===== config.mk =====
export PLATFORM = sky130hd
export DESIGN_NAME = host_adapter_interrupt_reg
export DESIGN_NICKNAME = d
export VERILOG_FILES = /design/src/host_irq_pkg.sv /design/src/host_adapter_interrupt_reg.sv /design/src/reason_decode.sv
export SDC_FILE = /design/constraint.sdc
export NUM_CORES = 1
export LEC_CHECK = 0
export ABC_AREA = 1
export BUFFER_PORTS_ARGS = -buffer_cell sky130_fd_sc_hd__buf_2
export CAP_MARGIN = 0
export CORE_MARGIN = 2
export CORE_UTILIZATION = 39
export CTS_CLUSTER_SIZE = 12
export DETAILED_ROUTE_END_ITERATION = 12
export GPL_TIMING_DRIVEN = 1
export PLACE_DENSITY = 0.78
export REMOVE_ABC_BUFFERS = 1
export SLEW_MARGIN = 5
export SYNTH_ARGS = -nofsm -noshare
export SYNTH_HDL_FRONTEND = slang
export SYNTH_HIERARCHICAL = 1
export SYNTH_SLANG_ARGS = --single-unit

===== constraint.sdc =====
create_clock -name clock -period 1.3 [get_ports clock]
set_input_delay 0.195 -clock clock [delete_from_list [all_inputs] [get_ports clock]]
set_output_delay 0.195 -clock clock [all_outputs]
set_load 0.01 [all_outputs]

===== src/host_irq_pkg.sv =====
// constants for the host interface interrupt word
package host_irq_pkg;
    // ------------------------------------------------------------
    // bit positions (bit 0 is the most significant bit of the word)
    // ------------------------------------------------------------
    localparam int WORD_W          = 16;
    localparam int POS_IRQ         = 15;  // documented bit 0
    localparam int POS_RESET       = 14;  // bit 1
    localparam int POS_STS_FREE    = 13;  // bit 2
    localparam int POS_EXECUTE     = 12;  // bit 3
    localparam int POS_BLK_REQ     = 11;  // bit 4
    localparam int POS_RX_CANCEL   = 10;  // bit 5
    localparam int POS_RX_RESUME   = 9;   // bit 6
    localparam int POS_TX_RESUME   = 8;   // bit 7
    localparam int POS_HOST_IRQ    = 7;   // bit 8
    localparam int POS_STAT_HI     = 6;   // bits 9..15 occupy [6:0]
    localparam int REASON_W        = 7;
    // ------------------------------------------------------------
    // reset values and codes
    // ------------------------------------------------------------
    localparam logic [6:0] REASON_RESET  = 7'h00;
    localparam logic [6:0] RESET_PATTERN = 7'h7f;
    localparam logic [6:0] STATUS_RESET  = 7'h00;
    localparam logic [3:0] CODE_BLK_CLEAR = 4'h6;
endpackage : host_irq_pkg


===== src/host_adapter_interrupt_reg.sv =====
// host interface interrupt word: host write side and processor side
`timescale 1ns/100ps
module host_adapter_interrupt_reg (
    // clock and reset
    input  wire logic        clock,
    input  wire logic        reset_n,
    // host direct i/o access
    input  wire logic        host_write,
    input  wire logic [15:0] host_wdata,
    output logic      [15:0] host_rdata,
    // processor side
    input  wire logic        proc_ack,
    input  wire logic        proc_set_host_irq,
    input  wire logic        proc_status_we,
    input  wire logic [6:0]  proc_status,
    input  wire logic        llc_enable,
    input  wire logic        rx_halted,
    input  wire logic        blk_free,
    // outputs
    output logic             host_to_device_irq,
    output logic             host_irq_line,
    output logic             adapter_reset,
    output logic             status_block_free,
    output logic             execute_command,
    output logic             rx_cancel,
    output logic             rx_continue,
    output logic             rx_list_resume,
    output logic             tx_list_resume,
    output logic             command_block_free_request,
    output logic             blk_clear_post
);
    // ------------------------------------------------------------
    // state
    // ------------------------------------------------------------
    logic       irq_reg;
    logic [6:0] reason_reg;
    logic       host_irq_reg;
    logic [6:0] status_reg;
    logic       blk_wait_reg;
    logic       irq_next;
    logic [6:0] reason_next;
    logic       host_irq_next;
    logic       blk_wait_next;

    wire logic       wr_irq;
    wire logic [6:0] wr_reason;
    wire logic       wr_host_irq_zero;
    wire logic       service;
    wire logic       dec_reset;
    wire logic       dec_stf;
    wire logic       dec_exec;
    wire logic       dec_blk;
    wire logic       dec_cancel;
    wire logic       dec_cont;
    wire logic       dec_rxr;
    wire logic       dec_txr;

    // ------------------------------------------------------------
    // host write decode
    // ------------------------------------------------------------
    assign wr_irq    = host_write & host_wdata[host_irq_pkg::POS_IRQ];
    assign wr_reason = host_write ? host_wdata[host_irq_pkg::POS_RESET:host_irq_pkg::POS_TX_RESUME]
                                  : host_irq_pkg::REASON_RESET;
    assign wr_host_irq_zero = host_write & ~host_wdata[host_irq_pkg::POS_HOST_IRQ];
    // bits 9..15 of host_wdata are never looked at

    // service happens on the processor's acknowledge while pending
    assign service = proc_ack & irq_reg;

    // ------------------------------------------------------------
    // next state
    // ------------------------------------------------------------
    // host writes only OR in ones to irq and reason; a set in the ack cycle wins over the clear
    assign irq_next    = wr_irq | (irq_reg & ~proc_ack);
    assign reason_next = wr_reason | (proc_ack ? host_irq_pkg::REASON_RESET
                                               : reason_reg);
    // processor set wins over a host clear in the same cycle
    assign host_irq_next = proc_set_host_irq | (host_irq_reg & ~wr_host_irq_zero);
    assign blk_wait_next = dec_blk | (blk_wait_reg & ~blk_free);

    always_ff @(posedge clock or negedge reset_n) begin
        if (!reset_n) begin
            irq_reg      <= 1'b0;
            reason_reg   <= host_irq_pkg::REASON_RESET;
            host_irq_reg <= 1'b0;
            blk_wait_reg <= 1'b0;
        end else begin
            irq_reg      <= irq_next;
            reason_reg   <= reason_next;
            host_irq_reg <= host_irq_next;
            blk_wait_reg <= blk_wait_next;
        end
    end

    always_ff @(posedge clock or negedge reset_n) begin
        if (!reset_n) begin
            status_reg <= host_irq_pkg::STATUS_RESET;
        end else if (proc_status_we) begin
            status_reg <= proc_status;  // processor-owned bits 9..15
        end
    end

    // ------------------------------------------------------------
    // reason decode at service time
    // ------------------------------------------------------------
    reason_decode u_decode (
        .reason           (reason_reg),
        .service          (service),
        .llc_enable       (llc_enable),
        .rx_halted        (rx_halted),
        .do_adapter_reset (dec_reset),
        .do_status_free   (dec_stf),
        .do_execute       (dec_exec),
        .do_blk_request   (dec_blk),
        .do_rx_cancel     (dec_cancel),
        .do_rx_continue   (dec_cont),
        .do_rx_resume     (dec_rxr),
        .do_tx_resume     (dec_txr)
    );

    // ------------------------------------------------------------
    // outputs
    // ------------------------------------------------------------
    assign host_to_device_irq         = irq_reg;
    assign host_irq_line              = host_irq_reg;
    assign adapter_reset              = dec_reset;
    assign status_block_free          = dec_stf;
    assign execute_command            = dec_exec;
    assign rx_cancel                  = dec_cancel;
    assign rx_continue                = dec_cont;
    assign rx_list_resume             = dec_rxr;
    assign tx_list_resume             = dec_txr;
    assign command_block_free_request = blk_wait_reg;
    // one-cycle request to post the clear code once the block frees
    assign blk_clear_post             = blk_wait_reg & blk_free;

    assign host_rdata = {irq_reg, reason_reg, host_irq_reg, status_reg};
endmodule : host_adapter_interrupt_reg


===== src/reason_decode.sv =====
// decodes the held reason bits into service strobes
`timescale 1ns/100ps
module reason_decode (
    // held reason and qualifiers
    input  wire logic [6:0] reason,
    input  wire logic       service,
    input  wire logic       llc_enable,
    input  wire logic       rx_halted,
    // service strobes
    output logic            do_adapter_reset,
    output logic            do_status_free,
    output logic            do_execute,
    output logic            do_blk_request,
    output logic            do_rx_cancel,
    output logic            do_rx_continue,
    output logic            do_rx_resume,
    output logic            do_tx_resume
);
    // reason[6] is bit 1, reason[0] is bit 7
    wire logic full_reset;
    assign full_reset       = (reason == host_irq_pkg::RESET_PATTERN);
    assign do_adapter_reset = service & full_reset;
    // a reset pattern carries no other request
    assign do_status_free   = service & ~full_reset & reason[5];
    assign do_execute       = service & ~full_reset & reason[4];
    assign do_blk_request   = service & ~full_reset & reason[3];
    assign do_rx_cancel     = service & ~full_reset & reason[2] & llc_enable
                              & rx_halted;
    assign do_rx_continue   = service & ~full_reset & reason[2] & ~llc_enable;
    assign do_rx_resume     = service & ~full_reset & reason[1];
    assign do_tx_resume     = service & ~full_reset & reason[0];
endmodule : reason_decode


==> impl_table.tex <==
\begin{tabular}{lr}
\hline
Metric & Value \\
\hline
\multicolumn{2}{l}{\textbf{Outcome}} \\
Result of the run & finished, violations left \\
Violated checks & negative setup slack \\
\multicolumn{2}{l}{\textbf{Global route}} \\
Global-route wire length before repair & 3118 um \\
Number of antenna violations at the first check in global routing & 0 \\
Maximum number of pins on one net before global-route repair & 18 \\
Global Route Usage Sum & 16.92\% \\
Global route total overflow & 0 \\
Number of global-route vias before repair & 784 \\
\multicolumn{2}{l}{\textbf{Clocking}} \\
Maximum number of buffers from clock root to sink & 2 \\
Clock slew seen by the registers of the worst setup and hold paths & 0.10 ns \\
Cts bufs inserted & 3 \\
Clock sink count & 17 \\
TritonCTS clock tree & built \\
Clk Tree Root Cell & clkbuf\_4 \\
H-tree depth reported by CTS & 1 \\
Clock network latency to the later pin of the worst-skew pair & 0.28 ns \\
\multicolumn{2}{l}{\textbf{Finish}} \\
Filler cells & 173 \\
Fin nets & 194 \\
Layout-stage area growth over the synthesis result & 49.06\% \\
Multi-input gate area & 264.0 um\^{}2 \\
Number of antenna cells inserted & 0 \\
Final std cell area, no fill & 1186 um\^{}2 \\
Layout cell share with drive strength beyond 1 & 47.83\% \\
Area used by sequential logic in the layout & 425.4 um\^{}2 \\
\multicolumn{2}{l}{\textbf{Synthesis}} \\
Number of instances in the synthesized netlist & 100 \\
Post-synthesis sequential element count & 17 \\
Cell variety after synth & 13 \\
Ranking of synthesized cells by area & dfrtp\_1, inv\_1, nand2\_1 \\
Post-Synthesis Cell Area & 795.8 um\^{}2 \\
Post-synth top area cell & dfrtp\_1 \\
Adder-cell share of the synthesized area & 0\% \\
Mux cell area share after synthesis & 0\% \\
Xor and xnor fraction of the mapped netlist area & 0\% \\
Area share of the largest cell type after synthesis & 53.46\% \\
Mean instance size in the synthesized netlist & 7.958 um\^{}2 \\
Synthesized-area fraction occupied by ao, oa, aoi and oai cells & 11.79\% \\
Main combinational cell family by area after synthesis & simple AND/OR/NAND/NOR gates \\
Area fraction in and, or, nand and nor cells after synthesis & 18.55\% \\
Share of synthesized area occupied by flip-flops and latches & 53.46\% \\
Number of synthesis warnings & 6 \\
\multicolumn{2}{l}{\textbf{Timing}} \\
Layout Skew & 0.007119 ns \\
Unrepaired setup endpoints after global routing & yes \\
Post-route fraction of the period consumed by the critical path & 110.8\% \\
Worst Slack Setup Final & -0.1404 ns \\
Count of endpoints failing hold in the final timing report & 0 \\
Highest clock rate & 694.2 MHz \\
Setup-failing EPs final & 7 \\
Measured slew at the worst slew-check pin & 0.3804 ns \\
Max-slew violation count & 0 \\
Max-slew headroom at the worst pin & 74.64\% \\
Shortest clock period the worst path allows after layout & 1.440 ns \\
\multicolumn{2}{l}{\textbf{Critical path}} \\
Cell-by-cell trace of the critical path & inv\_2, nor2\_2, nand2\_2, nand3\_2, nor2\_2, buf\_2 \\
Maximum net fanout on the critical path & 3 \\
Critical path endpoint & rx\_cancel \\
Worst flop-to-flop path endpoint & command\_block\_free\_request \\
Worst endpoint required time & 1.11 ns \\
Crit path max-delay cell type & dfrtp\_1 \\
Cell seen most often among critical-path stages & nor2\_2 \\
Critical path launch point & reason\_reg[0] \\
Highest cell delay on the worst timing path & 0.40 ns \\
Startpoint of the worst-slack reg-to-reg timing path & reason\_reg[0] \\
Worst path arrival time & 1.25 ns \\
Slack of the worst reg-to-reg path & 0.24 ns \\
Worst reg2reg path depth & 6 \\
Startpoint Class & flip-flop \\
Kind of capture point of the worst setup path & output pin \\
Worst Setup Path Type & flip-flop to output pin \\
\multicolumn{2}{l}{\textbf{Die}} \\
Initial Util & 40.98\% \\
I/O pin total & 59 \\
Die Ht & 49.17 um \\
DIE AREA & 2418 um\^{}2 \\
Total core area & 1942 um\^{}2 \\
Die extent in x & 49.17 um \\
Core Rows & 16 \\
\multicolumn{2}{l}{\textbf{Placed design}} \\
Buffers added on ports & 51 \\
Setup slack at placement & 0.1243 ns \\
Final RePlAce weighted congestion & 0.6842 \\
Sum of net half-perimeters after detailed placement & 1342 um \\
Post-placement cell area & 1054 um\^{}2 \\
\multicolumn{2}{l}{\textbf{Pwr}} \\
PwrDens & 981.9 nW/um\^{}2 \\
Leakage power total & 0.7038 nW \\
Worst vdd ir & 629.7 uV \\
\multicolumn{2}{l}{\textbf{Routing}} \\
Via total after detailed routing & 819 \\
DRC & 0 \\
Number of routed nets with antenna violations & 0 \\
Average vias per placed instance & 4.356 \\
Pre-Repair DR Iteration Count & 4 \\
Detailed-route wire length & 1897 um \\
1st-iter DRT viols & 7 \\
Final routed wire length divided by cell count & 10.09 um \\
\multicolumn{2}{l}{\textbf{Min path}} \\
HP Class & input port to flip-flop \\
\multicolumn{2}{l}{\textbf{Flow run}} \\
Max cap viols & 0 \\
\hline
\end{tabular}
layer usage:
layer  wire length (um)  vias up  share of wire (%)  GRT usage, %
met3                164        0                8.6         4.601
met2                970       41                 51         30.41
li1                   -      412                  -             -
met5                  0        -                  0             0
met4                  0        0                  0         5.714
met1                763      366                 40         19.09
area by class of cell:
type                            count  area share, %
Inverter                           26          8.228
Clock buffer                        4          2.215
Multi-Input combinational cell     53          22.26
Sequential cell                    17          35.86
Tap cell                           27          2.848
Timing Repair Buffer               61          28.59
cell families after synthesis:
family	after synthesis
DFF	17
buffers and inverters	30
AOI/OAI and AO/OA	16
and+or+nand+nor	37
cells in the final DEF (no fill, tap or decap), drive strengths merged:
master        n
nand2        26
o21ai        15
nor2         10
nand3         1
o21bai        1
clkbuf        4
buf          60
dfrtp        17
inv          26
dlygate4sd3   1
how the worst min path moves through the flow:
| stage | from | endpoint | slack [ns] | cells after the start |
|---|---|---|---|---|
| floorplan | reset_n | command_block_free_request | -0.10 | 0 |
| global placement | reset_n | command_block_free_request | 0.13 | 1 |
| detailed placement | reset_n | command_block_free_request | 0.14 | 1 |
| CTS | proc_set_host_irq | host_irq_line | 0.08 | 3 |
| global route | proc_set_host_irq | host_irq_line | 0.08 | 3 |
| finish | proc_set_host_irq | host_irq_line | 0.09 | 3 |
critical path: cells and delay by family (launching register included):
| kind | cells | cell delay, ns |
|---|---|---|
| buffers and inverters | 2 | 0.20 |
| flip-flops | 1 | 0.40 |
| AND/OR/NAND/NOR | 4 | 0.35 |
power breakdown:
| part | switching (mW) | total [mW] | internal [mW] |
|---|---|---|---|
| clock network | 0.154 | 0.273 | 0.119 |
| registers | 0.0253 | 0.600 | 0.575 |
| logic | 0.155 | 0.291 | 0.136 |
Yosys cell counts (all sizes together):
| master | number |
|---|---|
| buf | 4 |
| nand3 | 1 |
| nand2 | 26 |
| o21ai | 15 |
| dfrtp | 17 |
| inv | 26 |
| nor2 | 10 |
| o21bai | 1 |
what timing repair did:
item                       CTS  global route
gates resized for setup      2             8
setup endpoints to repair    7             7
hold buffers                 1             0
pin swaps                    4             2
hold endpoints to repair    17             0
setup buffers                8             1
per-stage QoR:
step                TNS, ns  std cells  total power [mW]  hold slack (ns)  util [%]
floorplan                 0         96            0.7173          -0.1006         -
global placement          0        174            0.8402           0.1285     54.25
detailed placement        0        174            0.8501           0.1374     54.25
CTS                 -0.6421        187             1.164          0.07888     59.60
global route         -1.373        188             1.248          0.07912     61.08
finish              -0.7119        188             1.165          0.08642     61.08
No activity file was read; power rests on OpenSTA's default activity.
